## src/include/pfc_pkg.sv

```systemverilog
// Behaviour
// - Read: host holds select and output gate low, write strobe high; device drives byte.
// - Write cycles: host drives write strobe and select low, output gate high.
// - In bypass mode a byte program takes two write cycles instead of four.
// - Host keeps fast-program pin off boost voltage except during accelerated program.
`default_nettype none
package pfc_pkg;
   localparam int ADDR_W = 22;
   localparam int DATA_W = 8;
   localparam int CLK_PERIOD_NS = 40;
   // Access times in ns, converted to cycles rounding up
   localparam int READ_ACCESS_NS = 70;
   localparam int SELECT_ACCESS_NS = 70;
   localparam int AUTO_STANDBY_EXTRA_NS = 30;
   localparam int WRITE_PULSE_NS = 35;
   localparam int RESET_PULSE_NS = 500;
   localparam int ACCESS_CYC = (SELECT_ACCESS_NS + CLK_PERIOD_NS - 1) / CLK_PERIOD_NS;
   localparam int WRITE_CYC = (WRITE_PULSE_NS + CLK_PERIOD_NS - 1) / CLK_PERIOD_NS;
   localparam int RESET_CYC = (RESET_PULSE_NS + CLK_PERIOD_NS - 1) / CLK_PERIOD_NS;
   localparam int IDLE_LOWPOWER_CYC =
      (READ_ACCESS_NS + AUTO_STANDBY_EXTRA_NS + CLK_PERIOD_NS - 1) / CLK_PERIOD_NS;
   // Address bit positions
   localparam int BIT_ZERO = 0;
   localparam int BIT_ONE = 1;
   localparam int BIT_SIX = 6;
   localparam int BIT_NINE = 9;
   localparam int SECTOR_LSB = 16;
   // Unlock addresses and data, command words and protect status codes
   localparam logic [11:0] UNLOCK_ADDR1 = 12'haaa;
   localparam logic [11:0] UNLOCK_ADDR2 = 12'h555;
   localparam logic [7:0] UNLOCK_DATA1 = 8'haa;
   localparam logic [7:0] UNLOCK_DATA2 = 8'h55;
   localparam logic [7:0] CMD_PROGRAM = 8'ha0;
   localparam logic [7:0] CMD_ERASE_SETUP = 8'h80;
   localparam logic [7:0] CMD_SECTOR_ERASE = 8'h30;
   localparam logic [7:0] CMD_CHIP_ERASE = 8'h10;
   localparam logic [7:0] CMD_AUTOSELECT = 8'h90;
   localparam logic [7:0] CMD_BYPASS_ENTER = 8'h20;
   localparam logic [7:0] CMD_BYPASS_EXIT1 = 8'h90;
   localparam logic [7:0] CMD_BYPASS_EXIT2 = 8'h00;
   localparam logic [7:0] CMD_RESET = 8'hf0;
   localparam logic [7:0] PROTECTED_CODE = 8'h01;
   localparam logic [7:0] UNPROTECTED_CODE = 8'h00;

   typedef enum logic [3:0]
   {
      OP_READ = 4'h0,
      OP_PROGRAM = 4'h1,
      OP_BYPASS_PROGRAM = 4'h2,
      OP_SECTOR_ERASE = 4'h3,
      OP_CHIP_ERASE = 4'h4,
      OP_AUTOSELECT = 4'h5,
      OP_BYPASS_ENTER = 4'h6,
      OP_BYPASS_EXIT = 4'h7,
      OP_READ_RESET = 4'h8,
      OP_GROUP_PROTECT = 4'h9,
      OP_CHIP_UNPROTECT = 4'ha,
      OP_HW_RESET = 4'hb,
      OP_RAW_WRITE = 4'hc
   } pfc_op_t;

   // Request from the user side
   typedef struct packed
   {
      pfc_op_t op;
      logic [ADDR_W-1:0] addr;
      logic [DATA_W-1:0] data;
      logic hv_nine; // Address bit nine at high voltage during reads
   } pfc_req_t;

   // Pins toward the flash
   typedef struct packed
   {
      logic [ADDR_W-1:0] addr;
      logic chip_select_n;
      logic output_gate_n;
      logic write_strobe_n;
      logic reset_n;
      logic reset_hv; // Reset pin driven to high_voltage_level
      logic nine_hv; // Address bit nine driven to high_voltage_level
      logic fast_program_pin; // Boost voltage requested
   } pfc_pins_t;
endpackage
`default_nettype wire

```

## src/hdl/pfc_host.sv

```systemverilog
`timescale 1ns/100ps
`default_nettype none
module pfc_host
(
   input wire logic clock,
   input wire logic rst_n,
   input wire logic req_valid,
   output logic req_ready,
   input wire pfc_pkg::pfc_req_t req,
   output logic rsp_valid,
   output logic [pfc_pkg::DATA_W-1:0] rsp_data,
   output pfc_pkg::pfc_pins_t pins,
   output logic [pfc_pkg::DATA_W-1:0] data_out,
   output logic data_oe,
   input wire logic [pfc_pkg::DATA_W-1:0] data_in,
   output logic low_power_hint
);
   typedef enum logic [5:0]
   {
      ST_IDLE = 6'h01,
      ST_READ = 6'h02,
      ST_WSETUP = 6'h04,
      ST_WPULSE = 6'h08,
      ST_WHOLD = 6'h10,
      ST_RESET = 6'h20
   } pfc_state_t;

   localparam int SEQ_MAX = 6;
   localparam int CNT_W = 8;

   pfc_state_t state;
   logic [CNT_W-1:0] cnt;
   logic [2:0] step;
   logic [2:0] steps;
   pfc_pkg::pfc_req_t cur;
   logic [pfc_pkg::ADDR_W-1:0] seq_addr [SEQ_MAX];
   logic [pfc_pkg::DATA_W-1:0] seq_data [SEQ_MAX];
   logic [pfc_pkg::DATA_W-1:0] d_s1;
   logic [pfc_pkg::DATA_W-1:0] d_s2;
   logic [CNT_W-1:0] idle_cnt;
   logic last_step;

   // Widen a 12-bit unlock address to the bus
   function automatic logic [pfc_pkg::ADDR_W-1:0] ua(input logic [11:0] a);
      ua = {{(pfc_pkg::ADDR_W-12){1'b0}}, a};
   endfunction

   // Build the write sequence for an operation
   always_comb
   begin
      for (int i = 0; i < SEQ_MAX; i++)
      begin
         seq_addr[i] = cur.addr;
         seq_data[i] = cur.data;
      end
      seq_addr[0] = ua(pfc_pkg::UNLOCK_ADDR1);
      seq_data[0] = pfc_pkg::UNLOCK_DATA1;
      seq_addr[1] = ua(pfc_pkg::UNLOCK_ADDR2);
      seq_data[1] = pfc_pkg::UNLOCK_DATA2;
      seq_addr[2] = ua(pfc_pkg::UNLOCK_ADDR1);
      seq_data[2] = pfc_pkg::CMD_ERASE_SETUP;
      seq_addr[3] = ua(pfc_pkg::UNLOCK_ADDR1);
      seq_data[3] = pfc_pkg::UNLOCK_DATA1;
      seq_addr[4] = ua(pfc_pkg::UNLOCK_ADDR2);
      seq_data[4] = pfc_pkg::UNLOCK_DATA2;
      steps = 3'd3;
      case (cur.op)
         pfc_pkg::OP_PROGRAM:
         begin
            seq_data[2] = pfc_pkg::CMD_PROGRAM; // Four cycles, last is the byte
            seq_addr[3] = cur.addr;
            seq_data[3] = cur.data;
            steps = 3'd4;
         end
         pfc_pkg::OP_BYPASS_PROGRAM:
         begin
            seq_addr[0] = cur.addr;
            seq_data[0] = pfc_pkg::CMD_PROGRAM; // Only two cycles in bypass
            seq_addr[1] = cur.addr;
            seq_data[1] = cur.data;
            steps = 3'd2;
         end
         pfc_pkg::OP_SECTOR_ERASE:
         begin
            seq_data[5] = pfc_pkg::CMD_SECTOR_ERASE; // Sector picked by upper bits
            steps = 3'd6;
         end
         pfc_pkg::OP_CHIP_ERASE:
         begin
            seq_addr[5] = ua(pfc_pkg::UNLOCK_ADDR1);
            seq_data[5] = pfc_pkg::CMD_CHIP_ERASE; // Whole device
            steps = 3'd6;
         end
         pfc_pkg::OP_AUTOSELECT: seq_data[2] = pfc_pkg::CMD_AUTOSELECT;
         pfc_pkg::OP_BYPASS_ENTER: seq_data[2] = pfc_pkg::CMD_BYPASS_ENTER;
         pfc_pkg::OP_BYPASS_EXIT:
         begin
            seq_data[0] = pfc_pkg::CMD_BYPASS_EXIT1;
            seq_data[1] = pfc_pkg::CMD_BYPASS_EXIT2;
            steps = 3'd2;
         end
         pfc_pkg::OP_READ_RESET:
         begin
            seq_data[0] = pfc_pkg::CMD_RESET; // Aborts any sequence back to array read
            steps = 3'd1;
         end
         pfc_pkg::OP_GROUP_PROTECT, pfc_pkg::OP_CHIP_UNPROTECT, pfc_pkg::OP_RAW_WRITE:
         begin
            seq_addr[0] = cur.addr;
            seq_data[0] = cur.data;
            seq_addr[0][pfc_pkg::BIT_ONE] = cur.op != pfc_pkg::OP_RAW_WRITE
               ? 1'b1 : cur.addr[pfc_pkg::BIT_ONE];
            if (cur.op != pfc_pkg::OP_RAW_WRITE)
            begin
               seq_addr[0][pfc_pkg::BIT_ZERO] = 1'b0;
               seq_addr[0][pfc_pkg::BIT_SIX] = cur.op == pfc_pkg::OP_CHIP_UNPROTECT;
            end
            steps = 3'd1;
         end
         default: steps = 3'd1;
      endcase
   end

   assign last_step = step == steps - 3'd1;
   assign req_ready = state == ST_IDLE;

   // Data pins are asynchronous to this clock
   always_ff @(posedge clock)
   begin
      d_s1 <= data_in;
      d_s2 <= d_s1;
   end

   // Main cycle sequencer
   always_ff @(posedge clock)
   begin
      if (!rst_n)
      begin
         state <= ST_IDLE;
         cnt <= '0;
         step <= '0;
         cur <= '0;
      end
      else
      begin
         case (state)
            ST_IDLE:
               if (req_valid)
               begin
                  cur <= req;
                  step <= '0;
                  cnt <= '0;
                  if (req.op == pfc_pkg::OP_READ)
                     state <= ST_READ;
                  else if (req.op == pfc_pkg::OP_HW_RESET)
                     state <= ST_RESET;
                  else
                     state <= ST_WSETUP;
               end
            ST_READ:
            begin
               // Two extra cycles cover the data synchroniser
               cnt <= cnt + 8'h01;
               if (cnt == CNT_W'(pfc_pkg::ACCESS_CYC + 2))
                  state <= ST_IDLE;
            end
            ST_WSETUP:
               state <= ST_WPULSE;
            ST_WPULSE:
            begin
               cnt <= cnt + 8'h01;
               if (cnt == CNT_W'(pfc_pkg::WRITE_CYC - 1))
               begin
                  cnt <= '0;
                  state <= ST_WHOLD;
               end
            end
            ST_WHOLD:
               if (last_step)
                  state <= ST_IDLE;
               else
               begin
                  step <= step + 3'd1;
                  state <= ST_WSETUP;
               end
            ST_RESET:
            begin
               // Reset pulse; no recovery wait on release
               cnt <= cnt + 8'h01;
               if (cnt == CNT_W'(pfc_pkg::RESET_CYC - 1))
                  state <= ST_IDLE;
            end
            default: state <= ST_IDLE;
         endcase
      end
   end

   // Read answer
   always_ff @(posedge clock)
   begin
      if (!rst_n)
      begin
         rsp_valid <= 1'b0;
         rsp_data <= '0;
      end
      else
      begin
         rsp_valid <= state == ST_READ && cnt == CNT_W'(pfc_pkg::ACCESS_CYC + 2);
         if (state == ST_READ && cnt == CNT_W'(pfc_pkg::ACCESS_CYC + 2))
            rsp_data <= d_s2; // Array, ID or protect code
      end
   end

   // Pin drive; select released between cycles, stays off when idle
   always_ff @(posedge clock)
   begin
      if (!rst_n)
      begin
         pins <= '0;
         pins.chip_select_n <= 1'b1;
         pins.output_gate_n <= 1'b1;
         pins.write_strobe_n <= 1'b1;
         pins.reset_n <= 1'b1;
         data_out <= '0;
         data_oe <= 1'b0;
      end
      else
      begin
         pins.reset_n <= !(state == ST_IDLE && req_valid && req.op == pfc_pkg::OP_HW_RESET)
            && !(state == ST_RESET && cnt != CNT_W'(pfc_pkg::RESET_CYC - 1));
         // Released on the answer edge, so the device is in standby whenever ready is high
         pins.chip_select_n <= !((state == ST_READ && cnt != CNT_W'(pfc_pkg::ACCESS_CYC + 2))
            || state == ST_WSETUP || state == ST_WPULSE
            || (state == ST_IDLE && req_valid && req.op == pfc_pkg::OP_READ));
         pins.output_gate_n <= !((state == ST_READ && cnt != CNT_W'(pfc_pkg::ACCESS_CYC + 2))
            || (state == ST_IDLE && req_valid && req.op == pfc_pkg::OP_READ));
         pins.write_strobe_n <= !(state == ST_WSETUP
            || (state == ST_WPULSE && cnt != CNT_W'(pfc_pkg::WRITE_CYC - 1)));
         if (state == ST_IDLE && req_valid)
         begin
            pins.addr <= req.addr;
            pins.nine_hv <= req.op == pfc_pkg::OP_READ && req.hv_nine;
         end
         else if (state == ST_WHOLD && !last_step)
            pins.addr <= seq_addr[step + 3'd1];
         else if (state == ST_IDLE)
            pins.nine_hv <= 1'b0;
         if (state == ST_IDLE && req_valid && req.op != pfc_pkg::OP_READ)
            pins.addr <= (req.op == pfc_pkg::OP_BYPASS_PROGRAM
               || req.op >= pfc_pkg::OP_GROUP_PROTECT) ? req.addr
               : ua(pfc_pkg::UNLOCK_ADDR1);
         if (state == ST_WSETUP)
            pins.addr <= seq_addr[step];
         // High voltage on reset only for protect writes
         pins.reset_hv <= state != ST_IDLE
            && (cur.op == pfc_pkg::OP_GROUP_PROTECT || cur.op == pfc_pkg::OP_CHIP_UNPROTECT);
         // Boost only around bypass programming
         pins.fast_program_pin <= state != ST_IDLE && state != ST_READ
            && cur.op == pfc_pkg::OP_BYPASS_PROGRAM;
         data_out <= seq_data[step];
         data_oe <= state == ST_WSETUP || state == ST_WPULSE; // Never while gate low
      end
   end

   // Stable address lets the device sleep; host reports it
   always_ff @(posedge clock)
   begin
      if (!rst_n)
      begin
         idle_cnt <= '0;
         low_power_hint <= 1'b0;
      end
      else if (state != ST_IDLE)
      begin
         idle_cnt <= '0;
         low_power_hint <= 1'b0;
      end
      else if (idle_cnt != CNT_W'(pfc_pkg::IDLE_LOWPOWER_CYC))
         idle_cnt <= idle_cnt + 8'h01;
      else
         low_power_hint <= 1'b1;
   end
endmodule
`default_nettype wire

```

## config.mk

```make
export PLATFORM = sky130hd
export DESIGN_NAME = pfc_host
export DESIGN_NICKNAME = d
export VERILOG_FILES = /design/src/include/pfc_pkg.sv /design/src/hdl/pfc_host.sv
export SDC_FILE = /design/constraint.sdc
export NUM_CORES = 1
export LEC_CHECK = 0
export BUFFER_PORTS_ARGS = -buffer_cell sky130_fd_sc_hd__buf_2
export CORE_ASPECT_RATIO = 1.25
export CORE_MARGIN = 8
export CORE_UTILIZATION = 57
export CTS_CLUSTER_DIAMETER = 150
export DETAILED_ROUTE_END_ITERATION = 10
export GPL_TIMING_DRIVEN = 0
export PLACE_DENSITY = 0.8
export SLEW_MARGIN = 20
export SYNTH_ARGS = -nofsm -noshare
export SYNTH_HDL_FRONTEND = slang
export SYNTH_SLANG_ARGS = --single-unit
```

## constraint.sdc

```tcl
create_clock -name clock -period 3.4 [get_ports clock]
set_clock_uncertainty 0.15 [all_clocks]
set_input_delay 0.68 -clock clock [delete_from_list [all_inputs] [get_ports clock]]
set_output_delay 0.68 -clock clock [all_outputs]
set_load 0.02 [all_outputs]
```

Word-level counts from Yosys, hierarchy flattened
Index checks and enable logic that the tools add are counted.

cells by class
  eq/ne operators = 34
  bitwise gates (word level) = 3
  add/sub/neg operators = 4
  reductions and logical operators = 47
  muxes and demuxes = 44
  magnitude comparators = 3

operators with widths
  cell                 count
  $mux 22              12
  $bmux 22 s3          2
  $pmux 8 s3           2
  $pmux 22 s2          1
  $mux 8               5
  $mux 6               6
  $pmux 6 s6           1
  $pmux 8 s2           2
  $pmux 8 s4           1
  $bmux 8 s3           1
  $eq 4x4->1 const B   5
  $add 8x1->8 const B  2
  $eq 4x3->1 const B   4
  $logic_and 1x1->1    14
  $eq 4x2->1 const B   3
  $ge 4x4->1 const B   3
  $ne 2x2->1 const B   6
  $pmux 3 s4           1
  $reduce_or 2->1      5
  $mux 3               3
  $eq 8x3->1 const B   1
  $eq 8x4->1 const B   1
  $logic_not 8->1      1
  $logic_or 1x1->1     8
  other kinds (30)     45

word-level totals
  flip-flop bits (word level) = 123
  bits of input ports = 46
  logic and storage cells = 157
  output and inout port bits = 49

Logic depth before layout (Yosys ltp)
  word-level depth = 11
  mapped depth = 12
  depth with buffers taken out = 9

Worst setup path before layout
No wires, ideal clock.

  path type = register to register
  from = register cur[33] (netlist bit)
  to = register pins[20] (netlist bit)
  path buffers = 5
  arrival time = 2.938 ns
  data required time = 3.176 ns
  slack = 0.238 ns
  period minus slack after synthesis = 3.162 ns
  stages on the path, launching flop included = 13
  library setup time = 0.074 ns
  cells stage by stage = dfxtp_1 buf_2 clkbuf_1 clkbuf_1 o21ai_0 ha_1 xor2_1 mux4_2 or3_4 a21o_1 buf_2 buf_4 a31oi_1

on the way
  cells in the longest elaborated chain, start to end = 10
  elaborated cells on any way between the ends = 34
  those cells by class = add/sub: 1; eq/ne: 11; mux: 15; reduce/logical: 7

ends and longest elaborated chain
  item                                        line             RTL
  start: declaration                          pfc_host.sv:35   pfc_pkg::pfc_req_t cur;
  start signal: assignment                    pfc_host.sv:150  cur <= req;
  $eq 4x4->1                                  pfc_host.sv:67   case (cur.op)
  $reduce_or 3->1                             pfc_host.sv:67
  $pmux 22 s2                                 pfc_host.sv:67
  $bmux 22 s3                                 pfc_host.sv:245  pins.addr <= seq_addr[step + 3'd1];
  $mux 22 (implied by the code) (2 in a row)  pfc_host.sv:245
  $mux 22                                     pfc_host.sv:244  else if (state == ST_WHOLD && !last_step)
  $mux 22                                     pfc_host.sv:239  if (state == ST_IDLE && req_valid)
  $mux 22                                     pfc_host.sv:248  if (state == ST_IDLE && req_valid && req.op != pfc_pkg::OP_READ)
  $mux 22                                     pfc_host.sv:252  if (state == ST_WSETUP)
  end: declaration                            pfc_host.sv:12   output pfc_pkg::pfc_pins_t pins,

Several ways; a longest one is shown, not always the timed one. The select of a mux whose other input is x is not followed.
A chain may end at the register's enable or synchronous reset.

Worst setup path after layout
  from = register cur[31] (netlist bit)
  to = register pins[20] (netlist bit)

Same word-level chain as after synthesis.

==> impl_metrics.json <==
{
  "drt-total-wl_um": 19200,
  "cp.required_ns": 3.59,
  "synth_top_family_by_area": "simple AND/OR/NAND/NOR gates",
  "synth-edff-count": 0,
  "r2r_end": "pins[20]",
  "fin_tns_setup_ns": 0,
  "reg2reg_depth": 10,
  "finalHoldViolCount": 0,
  "path_class": "reg2reg",
  "drive_gt1_frac": 0.179,
  "syn-cell-area_sq_mm": 0.00602,
  "syn_inst": 755,
  "power.internal_mw": 3.01,
  "setup_viol": 0,
  "power_frac_clock": 0.381,
  "cts-root-buf": "clkbuf_16",
  "synth_top_area_frac": 0.409,
  "rsz0062_at_grt": "no",
  "power.share.sequential": 0.374,
  "diodes": 0,
  "die_h_um": 131,
  "die_w_um": 108,
  "startpoint": "cur[31]",
  "switching_share": 0.339,
  "worst-slew-pin-transition_ns": 0.814,
  "ant_nets": 0,
  "post-synth-top-count-cell": "dfxtp_1",
  "grt_usage": 0.273,
  "cts_tree": "built",
  "slew-limit-headroom": 0.455,
  "fin_crit_ns": 3.26,
  "peakVddDrop_mv": 0.569,
  "cts_made_buffers": 17,
  "avgSynthCellArea_sq_um": 7.97,
  "leakagePower_nw": 2.89,
  "min_path_type": "reg2reg",
  "vias": 6279,
  "cts_hold_buf": 0,
  "final_nets": 916,
  "worst_path_max_delay_cell": "dfxtp_1",
  "r2r_slack_ns": 0.14,
  "crit_chain": "inv_1 > a211oi_2 > ha_1 > xor2_1 > mux4_2 > or3_4 > a21o_1 > buf_2 > buf_4 > a31oi_1",
  "fin_cells": 1010,
  "clockBufferDepth": 2,
  "yosysTopAreaCell": "dfxtp_1",
  "dpl.hpwl_um": 13800,
  "status": "completed",
  "synth_mux_area_frac": 0.0220,
  "drv_cap": 0,
  "drt-initial-drc-count": 491,
  "synth_area_leaders": "dfxtp_1 (41%), nand2_1 (7.4%), a21oi_1 (6.7%), nor2_1 (4.4%), o21ai_0 (3.3%)",
  "worstSetupStartpointType": "register",
  "core-area_sq_mm": 0.0105,
  "rows": 42,
  "antenna_found_initial": 0,
  "vias_per_cell": 6.22,
  "synth_fa_ha_area_frac": 0.0104,
  "synthFlopType": "dfxtp_1",
  "synthSimpleGateAreaFrac": 0.250,
  "htree_levels": 4,
  "synthArstFlopShare": 0,
  "grt_max_degree": 20,
  "io_pins": 95,
  "synth-xor-area-share": 0.0320,
  "pwr-share-comb": 0.245,
  "cp.arrival_ns": 3.45,
  "seq_area_frac_synth": 0.409,
  "dr.pass1.iters": 8,
  "path_clk_slew_ns": 0.06,
  "grt_pass1_wl_um": 30400,
  "preCtsSetupSlack_ns": -0.423,
  "max_freq_mhz": 307,
  "clk_latency_ns": 0.42,
  "post_drt_wl_per_cell_um": 19.0,
  "dpl.cell_count": 981,
  "power-per-cell-area_mw_per_mm2": 631,
  "synth_fp_nets": 806,
  "areaGrowthSynthToFinish_pct": 20.0,
  "portBuffers": 94,
  "die-area_sq_mm": 0.0141,
  "synth_common_cells": "dfxtp_1 (123), nand2_1 (118), a21oi_1 (80)",
  "cp_max_fo": 10,
  "cts.sinks": 123,
  "cp_slowest_stage_delay_ns": 0.47,
  "synth_compound_area_frac": 0.232,
  "crit_end": "pins[20]",
  "r2r_start": "cur[31]",
  "yosysWarnings": 0,
  "maxSlewViolCount": 0,
  "drc": 0,
  "grt_pass1_vias": 6215,
  "initial_core_util": 0.576,
  "overflow": 0,
  "setup_ws_ns": 0.140,
  "ys_seq_elements": 123,
  "gp_congestion": 0.936,
  "worst_setup_path_end_kind": "register",
  "synth_cell_types": 69,
  "period_share": 0.959,
  "p_switching_mw": 1.55
}
## worst min-delay path by stage
stage	start	to	slack, ns	cells past startpoint
6_report	d_s1[0]	d_s2[0]	0.18	0
5_1_grt	d_s1[0]	d_s2[0]	0.19	0
4_1_cts	d_s1[0]	d_s2[0]	0.18	0
3_5_place_dp	d_s1[1]	d_s2[1]	0.16	0
3_3_place_gp	d_s1[2]	d_s2[2]	0.16	0
2_1_floorplan	d_s1[0]	d_s2[0]	0.16	0
## repair_timing
item	4_1_cts	5_1_grt
pin swaps	0	1
setup buffers	0	0
setup endpoints to repair	25	22
resized for setup	3	5
cloned	0	0
## worst max-delay path, delay by kind of cell, from the launching register on
| kind | cells | cell delay (ns) |
|---|---|---|
| xor+xnor | 1 | 0.27 |
| flops | 1 | 0.47 |
| simple gates | 1 | 0.42 |
| buf+inv | 3 | 0.56 |
| fa+ha+maj | 1 | 0.23 |
| mux | 1 | 0.37 |
| compound gates | 3 | 0.72 |
## power groups by stage
stage,clock network (mW),logic [mW],registers [mW]
after global placement,0,1.06,1.72
final,1.74,1.12,1.70
after CTS,1.74,1.10,1.70
after floorplan,0,0.673,1.79
after global routing,1.81,1.22,1.72
after detailed placement,0,1.09,1.73
## per-layer routing
metal | GRT usage | vias up | part of all wire
li1 | - | 2936 | -
met1 | 0.306 | 2972 | 0.38
met2 | 0.469 | 307 | 0.50
met3 | 0.0618 | 64 | 0.079
met4 | 0.148 | 0 | 0.044
met5 | 0 | - | 0
## cell type report
class	count	area, sq um
clock inverters	14	139
flip-flops and latches	123	2460
repair buffers	94	470
inverters	14	52.6
plain buffers	47	211
fillers	870	3230
clock buffers	18	429
multi-input cells	568	3300
well taps	132	165
## state kept, by name, summed over array words and instances (netlist names), 8 cells and up
signal,cells
cnt,8
cur,34
d_s1,8
d_s2,8
data_out,8
idle_cnt,8
pins,29
rsp_data,8
## through the flow
step / area, sq um / hold WS [ns] / utilization / power, mW
3_5_place_dp: 6660 / 0.163 / 0.636 / 2.82
6_report: 7230 / 0.179 / 0.691 / 4.56
5_1_grt: 7230 / 0.186 / 0.691 / 4.74
2_1_floorplan: 6020 / 0.160 / - / 2.47
3_3_place_gp: 6660 / 0.161 / 0.636 / 2.78
4_1_cts: 7220 / 0.180 / 0.691 / 4.55
## layout by cell type, fill, tap and decap left out, types with 7 or more instances in the layout
cell type and count:
nor2_1 70, xnor2_1 8, mux2i_1 11, o21ai_0 40
nand4_1 9, dfxtp_1 123, nor3_1 14, a31oi_1 19
nand3_1 13, inv_1 12, nor2b_1 12, nand2_1 118
xor2_1 14, a21oi_1 80, o32ai_1 7, buf_2 100
o21a_1 9, or3_1 9, nand2b_1 20, buf_1 7
clkbuf_1 28, clkbuf_16 17
## kinds of logic (layout without fill, tap and decap cells)
family | count (synthesis) | count (layout)
flops | 123 | 123
fa+ha+maj | 5 | 5
buf+inv | 64 | 187
simple gates | 309 | 309
compound gates | 220 | 220
mux | 12 | 12
xor+xnor | 22 | 22
Power figures use the tool's default switching activity.
